--- src/logic/tsn_pkg.sv ---
// Package: constants and types for the terminal status notify block
// What this block does
// - Screen change writes new screen number as BCD
// - Stand-alone switching also refreshes screen word
// - Screen strobe sets on change, clears when notified
// - Overlaid screens report the parent screen number
// - Entry stores value, table number, raises strobe
// - Updated table number written as three BCD digits
// - Number strobe clears when notified; controller reads table
// - Single word: digit 1 in low nibble upward
// - Two words: low digits first, high digits next
// - No hex entry; unsigned stored as keyed
// - Signed negative puts F in top digit
// - Values stored as integers, decimal point dropped
`default_nettype none
package tsn_pkg;
  localparam int unsigned SCREEN_DIGITS = 4;
  localparam int unsigned TABLE_DIGITS  = 3;
  localparam int unsigned VALUE_DIGITS  = 8;
  localparam int unsigned WORD_W        = 16;
  localparam int unsigned NIBBLE_W      = 4;
  localparam logic [3:0]  SIGN_NIBBLE   = 4'hF;
  localparam int unsigned STROBE_SCREEN_BIT = 12;
  localparam int unsigned STROBE_NUMBER_BIT = 11;
  localparam logic [15:0] WORD_RESET    = 16'h0000;

  typedef enum logic [1:0] {
    TSN_FMT_HEX,
    TSN_FMT_UNSIGNED,
    TSN_FMT_SIGNED
  } tsn_fmt_t;

  // Areas of controller memory; the notify area may be placed in any but timer and counter
  typedef enum logic [2:0] {
    TSN_AREA_DATA,
    TSN_AREA_IO,
    TSN_AREA_HOLDING,
    TSN_AREA_AUX,
    TSN_AREA_LINK,
    TSN_AREA_TIMER,
    TSN_AREA_COUNTER
  } tsn_area_t;
endpackage
`default_nettype wire

--- src/logic/tsn_bcd_pack.sv ---
// BCD word packer for values keyed into numeral tables
`default_nettype none
module tsn_bcd_pack #(
  parameter int unsigned DIGITS = 8
) (
  input  wire logic [DIGITS*4-1:0] digits_in,
  input  wire logic                negative_in,
  input  wire logic                two_word_in,
  input  wire tsn_pkg::tsn_fmt_t   fmt_in,
  output logic      [15:0]         word_lo_out,
  output logic      [15:0]         word_hi_out,
  output logic                     legal_out
);
  logic [DIGITS*4-1:0] packed_val;

  always_comb begin
    packed_val = digits_in;
    // Digits are keyed as an integer; any point is display-only.
    if (fmt_in == tsn_pkg::TSN_FMT_SIGNED && negative_in) begin
      if (two_word_in) begin
        packed_val[31:28] = tsn_pkg::SIGN_NIBBLE;
      end else begin
        packed_val[15:12] = tsn_pkg::SIGN_NIBBLE;
      end
    end
  end

  // Digit 1 sits in bits 3..0, then upward by nibble.
  assign word_lo_out = packed_val[15:0];
  // Second word carries digits 5..8 in the same order.
  assign word_hi_out = two_word_in ? packed_val[31:16] : 16'h0000;
  // Hex tables take no number entry; unsigned passes as keyed.
  assign legal_out   = (fmt_in != tsn_pkg::TSN_FMT_HEX);
endmodule // tsn_bcd_pack
`default_nettype wire

--- src/logic/tsn_notify.sv ---
// Top: status notify words and strobes of the operator terminal
`default_nettype none
module tsn_notify (
  input  wire logic                 sys_clk_in,
  input  wire logic                 rst_n_in,
  input  wire logic                 screen_change_in,
  input  wire logic [15:0]          screen_bcd_in,
  input  wire logic [15:0]          parent_bcd_in,
  input  wire logic                 overlay_in,
  input  wire logic                 entry_in,
  input  wire logic [11:0]          table_bcd_in,
  input  wire logic [31:0]          entry_digits_in,
  input  wire logic                 entry_negative_in,
  input  wire logic                 entry_two_word_in,
  input  wire tsn_pkg::tsn_fmt_t    entry_fmt_in,
  input  wire tsn_pkg::tsn_area_t   area_sel_in,
  input  wire logic                 ctrl_notified_in,
  output logic [15:0]               current_screen_out,
  output logic [15:0]               update_table_out,
  output logic [15:0]               value_lo_out,
  output logic [15:0]               value_hi_out,
  output logic                      value_two_word_out,
  output logic                      screen_strobe_out,
  output logic                      number_strobe_out,
  output logic                      status_word_valid_out,
  output logic                      entry_rejected_out
);
  typedef enum logic [1:0] {
    TSN_IDLE,
    TSN_WRITTEN,
    TSN_RAISED
  } tsn_state_t;

  typedef struct packed {
    logic [15:0] screen;
    logic [15:0] table_no;
    logic [15:0] lo;
    logic [15:0] hi;
    logic        two;
    logic        scr_strobe;
    logic        num_strobe;
    logic        rejected;
    tsn_state_t  num_state;
  } tsn_regs_t;

  tsn_regs_t st_reg;
  tsn_regs_t st_next;

  logic [15:0] pk_lo;
  logic [15:0] pk_hi;
  logic        pk_legal;
  logic        area_ok;

  // Timer and counter areas cannot hold the notify words.
  function automatic logic area_allowed(input tsn_pkg::tsn_area_t a);
    return !(a == tsn_pkg::TSN_AREA_TIMER ||
             a == tsn_pkg::TSN_AREA_COUNTER);
  endfunction

  assign area_ok = area_allowed(area_sel_in);

  tsn_bcd_pack #(
    .DIGITS (tsn_pkg::VALUE_DIGITS)
  ) u_pack (
    .digits_in   (entry_digits_in),
    .negative_in (entry_negative_in),
    .two_word_in (entry_two_word_in),
    .fmt_in      (entry_fmt_in),
    .word_lo_out (pk_lo),
    .word_hi_out (pk_hi),
    .legal_out   (pk_legal)
  );

  always_comb begin
    st_next = st_reg;
    st_next.rejected = 1'b0;
    // Notification clears first so a same-cycle event wins
    if (ctrl_notified_in) begin
      st_next.scr_strobe = 1'b0;
    end
    // Any change, commanded or stand-alone, refreshes the word unless the area is timer or counter.
    if (screen_change_in && area_ok) begin
      st_next.screen = overlay_in ? parent_bcd_in : screen_bcd_in;
      st_next.scr_strobe = 1'b1;
    end
    unique case (st_reg.num_state)
      TSN_IDLE: begin
      end
      // Data words settled one cycle ahead of the flag.
      TSN_WRITTEN: begin
        st_next.num_strobe = 1'b1;
        st_next.num_state  = TSN_RAISED;
      end
      TSN_RAISED: begin
        if (ctrl_notified_in) begin
          st_next.num_strobe = 1'b0;
          st_next.num_state  = TSN_IDLE;
        end
      end
      // The fourth code of the two-bit state is unused; recover to idle
      default: begin
        st_next.num_strobe = 1'b0;
        st_next.num_state  = TSN_IDLE;
      end
    endcase
    if (entry_in && area_ok) begin
      if (pk_legal) begin
        st_next.lo       = pk_lo;
        st_next.hi       = pk_hi;
        st_next.two      = entry_two_word_in;
        st_next.table_no = {4'h0, table_bcd_in};
        // A new entry keeps the flag up if it is already raised and not notified in this cycle
        st_next.num_state = (st_reg.num_state == TSN_RAISED &&
                             !ctrl_notified_in) ? TSN_RAISED : TSN_WRITTEN;
      end else begin
        st_next.rejected = 1'b1;
      end
    end
  end

  always_ff @(posedge sys_clk_in) begin
    if (!rst_n_in) begin
      st_reg <= '{screen: tsn_pkg::WORD_RESET, table_no: tsn_pkg::WORD_RESET,
                  lo: tsn_pkg::WORD_RESET, hi: tsn_pkg::WORD_RESET,
                  two: 1'b0, scr_strobe: 1'b0, num_strobe: 1'b0,
                  rejected: 1'b0, num_state: TSN_IDLE};
    end else begin
      st_reg <= st_next;
    end
  end

  assign current_screen_out    = st_reg.screen;
  assign update_table_out      = st_reg.table_no;
  assign value_lo_out          = st_reg.lo;
  assign value_hi_out          = st_reg.hi;
  assign value_two_word_out    = st_reg.two;
  assign screen_strobe_out     = st_reg.scr_strobe;
  assign number_strobe_out     = st_reg.num_strobe;
  assign status_word_valid_out = area_ok;
  assign entry_rejected_out    = st_reg.rejected;
endmodule // tsn_notify
`default_nettype wire

--- config.mk ---
export PLATFORM = sky130hd
export DESIGN_NAME = tsn_notify
export DESIGN_NICKNAME = d
export VERILOG_FILES = /design/src/logic/tsn_pkg.sv /design/src/logic/tsn_bcd_pack.sv /design/src/logic/tsn_notify.sv
export SDC_FILE = /design/constraint.sdc
export NUM_CORES = 1
export LEC_CHECK = 0
export BUFFER_PORTS_ARGS = -buffer_cell sky130_fd_sc_hd__buf_2
export CAP_MARGIN = 20
export CORE_AREA = 2 2 88 90
export DETAILED_ROUTE_END_ITERATION = 8
export DIE_AREA = 0 0 90 92
export GPL_ROUTABILITY_DRIVEN = 0
export MAX_ROUTING_LAYER = met4
export PLACE_DENSITY = 0.85
export SLEW_MARGIN = 10
export SYNTH_ARGS = -nofsm -noshare
export SYNTH_HDL_FRONTEND = slang
export SYNTH_SLANG_ARGS = --single-unit
--- constraint.sdc ---
create_clock -name sys_clk_in -period 1.3 [get_ports sys_clk_in]
set_input_delay 0.26 -clock sys_clk_in [delete_from_list [all_inputs] [get_ports sys_clk_in]]
set_output_delay 0.26 -clock sys_clk_in [all_outputs]
set_load 0.01 [all_outputs]
### Yosys cells after proc, flatten, opt, wreduce, memory -nomap -nowiden

Index checks and enable logic that the tools add are counted.

| cells by class | value |
|---|---|
| multiply operators | 0 |
| bitwise gates (word level) | 1 |
| muxes and demuxes | 14 |
| add/subtract/negate cells | 0 |
| eq/ne operators | 6 |
| div/mod/pow operators | 0 |
| shifts and indexed selects | 0 |
| reductions and logical operators | 13 |
| order comparisons | 0 |

Operators by type and width:

| cell | count |
|---|---|
| two-way mux 16 bit | 2 |
| two-way mux 4 bit | 3 |
| two-way mux 2 bit | 4 |
| == test 3 bit, second input constant | 2 |
| one-hot mux 2 bit (3 select lines) | 1 |
| AND reduction 2 bit | 3 |
| == test 2 bit, second input constant | 2 |
| logical AND 1 bit | 4 |
| nonzero test 2 bit | 2 |
| two-way mux 1 bit | 3 |
| one-hot mux 1 bit (3 select lines) | 1 |
| == test 2 x 1 -> 1 bit, second input constant | 1 |
| zero test 1 bit | 2 |
| zero test 2 bit | 1 |
| != test 2 bit, second input constant | 1 |
| logical OR 1 bit | 1 |
| inverter 1 bit | 1 |

| storage, ports and cells | value |
|---|---|
| memory bits (read-only) | 0 |
| memory bits (writable) | 0 |
| logic and storage cells | 43 |
| output and inout port bits | 69 |
| latch bits | 0 |
| input port bits | 89 |
| memories kept | 0 |
| register bits after elaboration | 66 |

### Longest topological paths before layout

Gate-level depths: netlist of run 1.

| logic depth | value |
|---|---|
| depth in word-level cells | 5 |
| mapped depth | 5 |
| mapped depth without buffers | 3 |

### Modules after synthesis

From an unflattened synthesis of run 1, not the netlist that was laid out.

| unflattened totals | value |
|---|---|
| cell total of the unflattened synthesis | 405 |
| area total of the unflattened synthesis | 3564.7 um2 |

By module, submodules not included:

| module | sequential area each (um2) | cells an instance | area an instance (um2) | times used |
|---|---|---|---|---|
| tsn_notify | 1321.3 | 369 | 3300.7 | 1 |
| tsn_bcd_pack | 0.0 | 36 | 264.0 | 1 |

### Least setup slack after synthesis of run 1

Ideal clock, no wire load.

| timing path | value |
|---|---|
| path type | input to register |
| start point | in area_sel_in[1] |
| end point | reg st_reg, in the netlist value_hi_out[1] |
| required time | 1.228 ns |
| stages on the path | 5 |
| path slack | 0.132 ns |
| path buffers | 2 |
| arrival | 1.097 ns |
| path through | xor2_1 a21oi_1 buf_6 buf_8 mux2i_1 |

| between the ends | value |
|---|---|
| cells in the longest elaborated chain, start to end | 5 |
| elaborated cells between the ends (all ways) | 6 |
| classes of those cells | eq/ne (2); reduce/logical (4) |

Ends and longest elaborated chain:

| item | line | text |
|---|---|---|
| start: declaration | tsn_notify.sv:16 | `input wire tsn_pkg::tsn_area_t area_sel_in,` |
| == test 3 bit, on equally long branches | tsn_notify.sv:56, tsn_notify.sv:57 |  |
| logical OR 1 bit * | tsn_notify.sv:56 | `return !(a == tsn_pkg::TSN_AREA_TIMER \|\|` |
| zero test 1 bit * | tsn_notify.sv:56 |  |
| logical AND 1 bit * | tsn_notify.sv:106 | `if (entry_in && area_ok) begin` |
| AND reduction 2 bit (no source line) * | - |  |
| end signal: assignment | tsn_notify.sv:123 | `st_reg <= '{screen: tsn_pkg::WORD_RESET, table_no: tsn_pkg::WORD_RESET,` |
| end signal: assignment | tsn_notify.sv:128 | `st_reg <= st_next;` |
| end: declaration | tsn_notify.sv:46 | `tsn_regs_t st_reg;` |

Mark *: on every way between the ends. The rest lies on a longest branch, timed or not.
A chain may end at the register's enable or synchronous reset.

### Worst setup path after layout of run 1

| timing path | value |
|---|---|
| start point | in area_sel_in[1] |
| end point | out status_word_valid_out |

| between the ends | value |
|---|---|
| cells in the longest elaborated chain, start to end | 3 |
| elaborated cells between the ends (all ways) | 4 |
| classes of those cells | eq/ne (2); reduce/logical (2) |

Ends and longest elaborated chain:

| item | line | text |
|---|---|---|
| == test 3 bit, on equally long branches | tsn_notify.sv:56, tsn_notify.sv:57 |  |
| logical OR 1 bit * | tsn_notify.sv:56 |  |
| zero test 1 bit * | tsn_notify.sv:56 |  |
| end: declaration | tsn_notify.sv:25 | `output logic status_word_valid_out,` |

Marked as above.

==> results of run 1 <==
where the power goes:
part	total [mW]	internal [mW]	switching, mW	leakage [nW]
clock	1.75	1.03	0.721	0.106
combinational	0.774	0.385	0.390	1.35
sequential	2.21	2.15	0.0601	0.540
cells in the final DEF (no fill, tap or decap), types with 2 or more instances in the layout:
cell and count:
buf_2 152, nand2_1 105, dfxtp_1 66, mux2i_1 61
mux2_2 16, clkbuf_8 12, o21ai_0 10, nand3_1 10
buf_4 7, conb_1 4, buf_12 3, nor2_1 2
and4_1 2
kinds of logic after synthesis:
kind of cell / share of synthesized area [%]
and+or+nand+nor: 15.3
xor gates and xnor gates: 0.259
buffers and inverters: 19.2
other: 0.111
DFF: 39.0
muxes: 23.3
AOI/OAI and AO/OA: 2.73
critical path: cells and delay by family:
kind          cells  cell delay [ns]
xor+xnor          1             0.27
simple gates      1             0.13
buf+inv           2             0.27
synthesized netlist by cell type, drive strengths merged (2+ instances only):
| master | n | area [um^2] |
|---|---|---|
| a21oi | 2 | 10.0 |
| and4 | 2 | 17.5 |
| buf | 79 | 617 |
| clkbuf | 9 | 33.8 |
| dfxtp | 66 | 1320 |
| mux2 | 16 | 180 |
| mux2i | 61 | 611 |
| nand2 | 105 | 394 |
| nand3 | 10 | 50.1 |
| nor2 | 2 | 7.51 |
| o21ai | 11 | 55.1 |
worst max-delay path by stage:
stage / startpoint / endpoint / slack [ns]
after detailed placement: area_sel_in[1] / current_screen_out[12] / -0.13
final: area_sel_in[1] / status_word_valid_out / 0.11
after floorplan: area_sel_in[1] / value_hi_out[1] / 0.13
after global placement: area_sel_in[1] / current_screen_out[10] / -0.07
after global routing: area_sel_in[1] / status_word_valid_out / 0.05
after CTS: area_sel_in[1] / status_word_valid_out / 0.1
timing repair:
action / CTS / global route
setup buffers: 0 / 0
endpoints found under the setup margin: 1 / 0
resized for setup: 1 / 0
per-stage QoR:
step                total power, mW  util, %
floorplan                      2.88        -
global placement               3.01     50.5
detailed placement             3.03     50.5
CTS                            4.81     53.3
global route                   4.99     53.3
finish                         4.73     53.3
per-layer routing:
layer,global-route usage [%],vias to the layer above,share of wire (%)
met3,5.51,7,6.3
met4,5.26,0,1.0
li1,-,1326,-
met1,19.6,1202,45
met5,-,-,0
met2,30.3,99,48
layout make-up:
cell class | instances | share of cell area [%]
clock inverter | 2 | 0.882
multi-input combinational | 223 | 36.4
tap | 102 | 3.21
sequential | 66 | 33.3
clock buffer | 13 | 4.25
timing repair buffer | 162 | 22.0
==> results.md, run 1 <==
* Synth unique cells at 26
* Root Driver: clkbuf_8
* R2R setup slack at 0.33 ns
* Worst Path Max Fanout at 3
* Sink Count at 66
* Max stage delay cell, worst path: xor2_2
* Crit Path Class: primary input to primary output
* F_max at 837 MHz
* Grt ovf at 0
* Initial antenna violation count at 0
* Clock Skew at 0.000217 ns
* Vias at 2,634
* Pin count of the biggest net entering global routing at 68
* Fin area at 3970 um^2
* Async S/R FF share, synth at 0%
* Worst-path clk slew at 0.07 ns
* First-pass GRT wire length at 11,500 um
* Cells on worst reg2reg path at 2
* Final-stage net count at 551
* Reg area at 1320 um^2
* Final std cells w/o fill at 568
* Final Hold Viols at 0
* Sum Neg Setup Slack at 0 ns
* Hold Path Origin: entry_digits_in[11]
* Share of post-route cells with drive strength above 1 at 41.6%
* Multi-input gate area at 1450 um^2
* Final Worst Setup Slack at 0.106 ns
* # IOs at 158
* CP most frequent cell: buf_2
* Clock Path Buffers at 2
* Pre-CTS setup slack at -0.128 ns
* Outcome: finished, final reports clean
* Max_cap viols at 0
* WHS Path Cells at 3
* # fillers at 712
* WL final at 6890 um
* All-Layer GR Usage at 17.6%
* Mapped Avg Cell Area at 9.06 um^2
* Initial Utilization at 45.5%
* Hold Path End: value_lo_out[11]
* Yosys Warn Count at 0
* Max Slew Vio Count at 0
* FF+latch count, synth at 66
* WHS at 0.172 ns
* Die height at 92 um
* TritonCTS clock tree: done
* Htree depth at 3
* Min Clock Period, post-route at 1.19 ns
* Worst Hold Class: primary input to flop
* Die area at 8280 um^2
* Core area at 7450 um^2
* Routed Antenna Nets at 0
* Die width at 90 um
* Crit-path cells: buf_2, xor2_2, nand2_1, buf_2
* Post-CTS Hold Buffers at 0
* Antenna cells at 0
* LEAKAGE at 1.99 nW
* Pwr dens at 1190 nW/um^2
* Area after DPL at 3760 um^2
* Crit path required time at 1.04 ns
* Synth Instances at 374
* Ys flop type: dfxtp_1
* Port-buffer cells at 153
* Critical Path End Type: primary output
* DRC errors left at 0
* Final Setup Violations at 0
* CP max stage delay at 0.27 ns
* Via density at 4.64
* Row cnt at 32
* Router iterations before antenna repair at 4
* CTS buffer count at 9
* Number of synthesized flops with an enable pin at 0
* Max VDD drop at 512 uV
* Worst setup SP type: primary input
* Synth Cell Area at 3390 um^2
* WL per Instance at 12.1 um
* Final worst-path cycle share at 91.9%
* Vias in the first global route at 2,643
* Arr. time, crit path at 0.93 ns
* Placed Instances at 553
* Area growth syn-to-layout at 17.3%
* Starting DRT DRC Count at 72
* Worst r2r src: st_reg[0]
* RSZ-0062 raised after global routing: false
* Detailed Place HPWL at 5230 um
* Capturing point of the worst reg2reg path: st_reg[1]
* Seq/Total Area, Yosys at 39.0%
* Latest clock arrival within the worst-skew pair at 0.32 ns
Power figures use the tool's default switching activity.
==> run 2: changes to the inputs <==
--- a/config.mk
+++ b/config.mk
@@ -5,14 +5,15 @@
 export SDC_FILE = /design/constraint.sdc
 export NUM_CORES = 1
 export LEC_CHECK = 0
+export ABC_AREA = 1
 export BUFFER_PORTS_ARGS = -buffer_cell sky130_fd_sc_hd__buf_2
 export CAP_MARGIN = 20
-export CORE_AREA = 2 2 88 90
+export CORE_AREA = 2 2 93 86
 export DETAILED_ROUTE_END_ITERATION = 8
-export DIE_AREA = 0 0 90 92
+export DIE_AREA = 0 0 95 88
 export GPL_ROUTABILITY_DRIVEN = 0
 export MAX_ROUTING_LAYER = met4
-export PLACE_DENSITY = 0.85
+export PLACE_DENSITY = 0.83
 export SLEW_MARGIN = 10
 export SYNTH_ARGS = -nofsm -noshare
 export SYNTH_HDL_FRONTEND = slang
==> run 2 against run 1 <==
Sequential power hardly changed. Final cell count is 15% higher. Worst setup slack better by 0.014 ns. Worst hold slack worse by 0.0022 ns. Largest power group unchanged. Critical endpoint unchanged. Synthesized cell count is 23% higher. Sequential cell count stayed put. Critical path depth is 2 higher. Critical path type unchanged.
==> results.md, run 2 <==
* Root Driver: clkbuf_8
* Synth Instances at 461 (+23%)
* Worst setup SP type: primary input
* Count leader, synth: nand2_1
* Async S/R FF share, synth at 0% (unchanged)
* CTS buffer count at 9 (unchanged)
* Latest clock arrival within the worst-skew pair at 0.32 ns (about the same)
* Largest family of logic cells by synthesized area: buffers and inverters
* Final-stage net count at 639 (+16%)
* Crit path required time at 1.04 ns (about the same)
* Ys flop type: dfxtp_1
* Synth Cell Area at 3280 um^2 (-3.1%)
* Min Clock Period, post-route at 1.18 ns (-0.0144 ns)
* Worst Hold Class: primary input to flop
* Outcome: finished, final reports clean
* # fillers at 710 (-0.28%)
* Grt ovf at 0 (unchanged)
* Row cnt at 30 (-6.3%)
* Initial antenna violation count at 0 (unchanged)
* LEAKAGE at 2.04 nW (+2.6%)
* # IOs at 158 (unchanged)
* Area growth syn-to-layout at 19.8%
* Port-buffer cells at 153 (unchanged)
* RSZ-0062 raised after global routing: false
* FF+latch count, synth at 66 (unchanged)
* Yosys top cell area share at 40.2% (+1.2 points)
* Commonest non-fill, non-tap cells in the layout: buf_2, nand2_1, a21oi_1, dfxtp_1, inv_1
* Final Hold Viols at 0 (unchanged)
* Vias in the first global route at 2,873 (+8.7%)
* Die width at 95 um (+5.6%)
* WHS Path Cells at 3 (unchanged)
* R2R setup slack at 0.30 ns (-0.03 ns)
* Via density at 4.79 (+3.2%)
* Die area at 8360 um^2 (+0.97%)
* Clock Skew at 0.000480 ns (+0.000264 ns)
* Worst-path clk slew at 0.08 ns (about the same)
* Post-synthesis mux area share at 0% (-23 points)
* Crit Path Class: primary input to primary output
* Post-synth top cells: nand2_1, a21oi_1, buf_4, dfxtp_1, inv_1
* Compound-gate portion of the synthesized area at 13.0% (+10 points)
* Top cells by area, synth: dfxtp_1, buf_4, nand2_1, a21oi_1, inv_1
* Final std cells w/o fill at 651 (+15%)
* Max VDD drop at 473 uV (-7.6%)
* Synth area leader: dfxtp_1
* Htree depth at 3 (unchanged)
* Post-CTS Hold Buffers at 0 (unchanged)
* Arr. time, crit path at 0.92 ns (about the same)
* Core area at 7390 um^2 (-0.71%)
* Post-CTS Setup Bufs at 0 (unchanged)
* Clock Path Buffers at 2 (unchanged)
* Max Slew Vio Count at 0 (unchanged)
* Yosys Warn Count at 0 (unchanged)
* Worst Path Max Fanout at 13 (+10)
* First-pass GRT wire length at 12,300 um (+6.5%)
* All-Layer GR Usage at 18.8% (+1.3 points)
* Vias at 3,116 (+18%)
* Synth unique cells at 19 (-27%)
* Antenna cells at 0 (unchanged)
* Pin count of the biggest net entering global routing at 36 (-47%)
* Post-Synth Adder-Cell Area at 0% (unchanged)
* Die height at 88 um (-4.3%)
* Number of synthesized flops with an enable pin at 0 (unchanged)
* F_max at 847 MHz (+1.2%)
* Routed Antenna Nets at 0 (unchanged)
* WL per Instance at 12.0 um (-1.3%)
* DRC errors left at 0 (unchanged)
* Cells on worst reg2reg path at 4 (+2)
* Final worst-path cycle share at 90.8% (-1.1 points)
* PostCTS Resize Cnt at 0 (-1)
* Critical Path End Type: primary output
* Detailed Place HPWL at 5840 um (+12%)
* Reg area at 1320 um^2 (unchanged)
* Mapped Avg Cell Area at 7.12 um^2 (-21%)
* Max_cap viols at 0 (unchanged)
* Tot Pwr at 4.86 mW (+2.8%)
* TritonCTS clock tree: done
* Router iterations before antenna repair at 4 (unchanged)
* Share of post-route cells with drive strength above 1 at 34.2% (-7.4 points)
* Seq/Total Area, Yosys at 40.2% (+1.2 points)
* Placed Instances at 635 (+15%)
* Initial Utilization at 44.4% (-1.1 points)
* Simple-gate portion of the synthesized area at 22.1% (+6.8 points)
* Starting DRT DRC Count at 81 (+13%)
* Final Setup Violations at 0 (unchanged)
* WL final at 7800 um (+13%)
* Xor/xnor share of the synthesized area at 0% (-0.26 points)
* Commonest non-fill, non-tap cell in the layout: buf_2
* Sink Count at 66 (unchanged)
* Multi-input gate area at 1170 um^2 (-19%)
* Pwr dens at 1240 nW/um^2 (+3.8%)
[run 2: cell count changes after synthesis, sizes merged, moves of 12 or more]
cell / change
a21oi: +66
nand2: +26
nand4: +14
mux2i: -61
inv: +46
mux2: -16
nand3: +12
[run 2: final timing paths]
kind | end | start
worst max-delay path | status_word_valid_out | area_sel_in[0]
worst min-delay path | update_table_out[9] | table_bcd_in[9]
worst max register to register | number_strobe_out | st_reg[1]
worst min register to register | value_two_word_out | value_two_word_out
[run 2: worst max-delay path, stage by stage]
cell and delay [ns]:
buf_2 0.11, inv_2 0.04, nand2_1 0.07, nand3_2 0.12, buf_12 0.18, buf_2 0.14
[run 2: stage by stage]
step           util (%)  setup TNS, ns  hold slack [ns]  instance area (um^2)  worst slack, ns
3_3_place_gp       50.1              0            0.448                  3710           0.0523
6_report           53.2              0            0.170                  3930            0.120
4_1_cts            53.2              0            0.154                  3930            0.117
5_1_grt            53.2              0            0.146                  3930           0.0752
2_1_floorplan         -              0            0.403                  3290            0.232
3_5_place_dp       50.1         -0.173            0.452                  3710          -0.0483
[run 2: cells by family (layout without fill, tap and decap cells)]
logic type | Yosys count | in the layout
compound gates | 85 | 85
buf+inv | 137 | 228
flops | 66 | 66
other cells | 1 | 4
simple gates | 172 | 172
[run 2: power by group]
group	internal, mW	leakage (nW)	switching, mW
Combinational	0.331	1.39	0.425
Clock	1.14	0.109	0.791
Sequential	2.13	0.540	0.0523
Total	3.60	2.04	1.27
[run 2: layout make-up]
class / instances / share of cell area [%]
Tap cell: 96 / 3.05
Clock buffer: 10 / 3.50
Clock inverter: 6 / 2.26
Multi-Input combinational cell: 261 / 29.7
Sequential cell: 66 / 33.6
Inverter: 46 / 4.39
Timing Repair Buffer: 166 / 23.5
[run 2: per-layer routing]
layer | vias up | share of wire (%) | global-route usage [%]
met2 | 143 | 48 | 33.3
li1 | 1573 | - | -
met1 | 1390 | 42 | 21.1
met4 | 0 | 1.1 | 6.32
met5 | - | 0 | -
met3 | 10 | 8.1 | 3.96
==> run 3: changes to the inputs <==
==> constraint.sdc (replaced) <==
create_clock -name sys_clk_in -period 1.3 [get_ports sys_clk_in]
set_input_delay 0.39 -clock sys_clk_in [delete_from_list [all_inputs] [get_ports sys_clk_in]]
set_output_delay 0.39 -clock sys_clk_in [all_outputs]
set_load 0.02 [all_outputs]
==> run 3 against run 2 <==
Clock skew barely moved. Global-route usage rose by 0.91 points. Maximum frequency fell by 8.1%. Clock power fell by 13%. Count of clock-buffer cells in the layout did not move. Register-to-register slack improved by 0.05 ns. Worst hold slack improved by 0.13 ns. Non-clock buffer count rose by 8. Routed wire length rose by 4.9%. Largest power group unchanged.
==> results.md, run 3 (synthesized netlist as in run 2, its figures left out) <==
* Arr. time, crit path at 0.89 ns (-0.03 ns)
* Fin area at 4050 um^2 (+2.8%)
* Share of post-route cells with drive strength above 1 at 35.5% (+1.2 points)
* Worst-path clk slew at 0.08 ns (about the same)
* Routed Antenna Nets at 0 (unchanged)
* Commonest non-fill, non-tap cell in the layout: buf_2
* Vias in the first global route at 2,825 (-1.7%)
* DRC errors left at 0 (unchanged)
* Die height at 88 um (unchanged)
* RSZ-0062 raised after global routing: true
* Htree depth at 3 (unchanged)
* Clock Skew at 0.0000842 ns (-0.000396 ns)
* Sink Count at 66 (unchanged)
* LEAKAGE at 2.09 nW (+2.3%)
* Via density at 4.73 (-1.1%)
* Initial antenna violation count at 0 (unchanged)
* Critical Path Source: area_sel_in[1]
* CP endpoint: status_word_valid_out
* Starting DRT DRC Count at 99 (+22%)
* Pwr dens at 1180 nW/um^2 (-4.9%)
* Die area at 8360 um^2 (unchanged)
* Port-buffer cells at 153 (unchanged)
* Router iterations before antenna repair at 5 (+1)
* Worst Path Max Fanout at 3 (-10)
* WL per Instance at 12.4 um (+3.5%)
* WL final at 8180 um (+4.9%)
* Capturing point of the worst reg2reg path: number_strobe_out
* # fillers at 710 (unchanged)
* All-Layer GR Usage at 19.7% (+0.91 points)
* Cells on worst reg2reg path at 4 (unchanged)
* Latest clock arrival within the worst-skew pair at 0.33 ns (about the same)
* Die width at 95 um (unchanged)
* # IOs at 158 (unchanged)
* Crit path required time at 0.91 ns (-0.13 ns)
* Final Worst Setup Slack at 0.0167 ns (-0.103 ns)
* Critical Path End Type: primary output
* Area after DPL at 3760 um^2 (+1.4%)
* Detailed Place HPWL at 5840 um (about the same)
* TritonCTS clock tree: done
* Root Driver: clkbuf_8
* Final Setup Violations at 0 (unchanged)
* Min Clock Period, post-route at 1.28 ns (+0.103 ns)
* Initial Utilization at 44.4% (unchanged)
* Worst setup SP type: primary input
* Worst r2r src: st_reg[1]
* Final Core Density at 54.7% (+1.5 points)
* Final Hold Viols at 0 (unchanged)
* Crit Path Class: primary input to primary output
* Commonest non-fill, non-tap cells in the layout: buf_2, nand2_1, a21oi_1, dfxtp_1, inv_1
* Outcome: finished, final reports clean
* Final-stage net count at 648 (+1.4%)
* Max Slew Vio Count at 0 (unchanged)
* Max VDD drop at 550 uV (+16%)
* WHS at 0.299 ns (+0.129 ns)
* R2R setup slack at 0.35 ns (+0.05 ns)
* Grt ovf at 0 (unchanged)
* Worst Hold Class: primary input to flop
* Max_cap viols at 0 (unchanged)
* Tot Pwr at 4.76 mW (-2.2%)
* Core area at 7390 um^2 (unchanged)
* Pin count of the biggest net entering global routing at 36 (unchanged)
* Clock Path Buffers at 2 (unchanged)
* Area growth syn-to-layout at 23.2%
* CTS buffer count at 9 (unchanged)
* Row cnt at 30 (unchanged)
* Antenna cells at 0 (unchanged)
* First-pass GRT wire length at 12,600 um (+3.1%)
* F_max at 779 MHz (-8.1%)
* Final worst-path cycle share at 98.7% (+7.9 points)
* Pre-CTS setup slack at -0.739 ns (-0.691 ns)
* Vias at 3,124 (+0.26%)
==> run 3: cell types whose count changed in the layout (fill, tap and decap cells not counted), sizes merged <==
cell / delta
clkinv: +2
bufinv: -1
nor2: +1
inv: -1
buf: +8
==> run 3: cell type report <==
cell class                 count  area (um^2)  area share, %
sequential                    66         1320           32.7
multi-input combinational    262         1210           29.8
timing repair buffer         174         1030           25.4
inverter                      46          175           4.33
clock buffer                  10          128           3.15
tap                           96          120           2.97
clock inverter                 6         67.6           1.67
==> run 3: worst max-delay path, stage by stage <==
cell and delay (ns):
buf_8 0.08, inv_4 0.03, buf_6 0.10, nand2_4 0.05, nand3_4 0.08, buf_6 0.15
==> run 3: timing repair <==
item / CTS / global route
endpoints found under the setup margin: 33 / 22
setup buffers: 1 / 1
cloned: 1 / 0
pin swaps: 3 / 4
gates resized for setup: 14 / 2
hold buffers: 0 / 0
==> run 3: power by group <==
group	internal (mW)	switching (mW)	total, mW
logic	0.369	0.532	0.901
registers	2.13	0.0518	2.18
clock network	0.889	0.786	1.67
==> run 3: worst min path at each step <==
stage	slack [ns]	cells past startpoint	to	startpoint
finish	0.30	3	value_lo_out[0]	entry_digits_in[0]
global route	0.29	3	update_table_out[10]	table_bcd_in[10]
CTS	0.28	3	value_lo_out[0]	entry_digits_in[0]
detailed placement	0.45	2	update_table_out[3]	update_table_out[3]
global placement	0.45	2	value_hi_out[7]	value_hi_out[7]
floorplan	0.44	2	value_hi_out[10]	value_hi_out[10]
==> run 3: stage by stage <==
step,setup TNS (ns),cells
2_1_floorplan,0,464
3_3_place_gp,-24.63,642
3_5_place_dp,-29.39,642
4_1_cts,-0.0102,659
5_1_grt,-0.0135,660
6_report,0,660
==> run 3: per-layer routing <==
metal / global-route usage, % / share of wire (%)
met4: 7.77 / 1.2
met5: - / 0
met1: 21.7 / 41
met3: 4.30 / 7.6
met2: 34.8 / 51
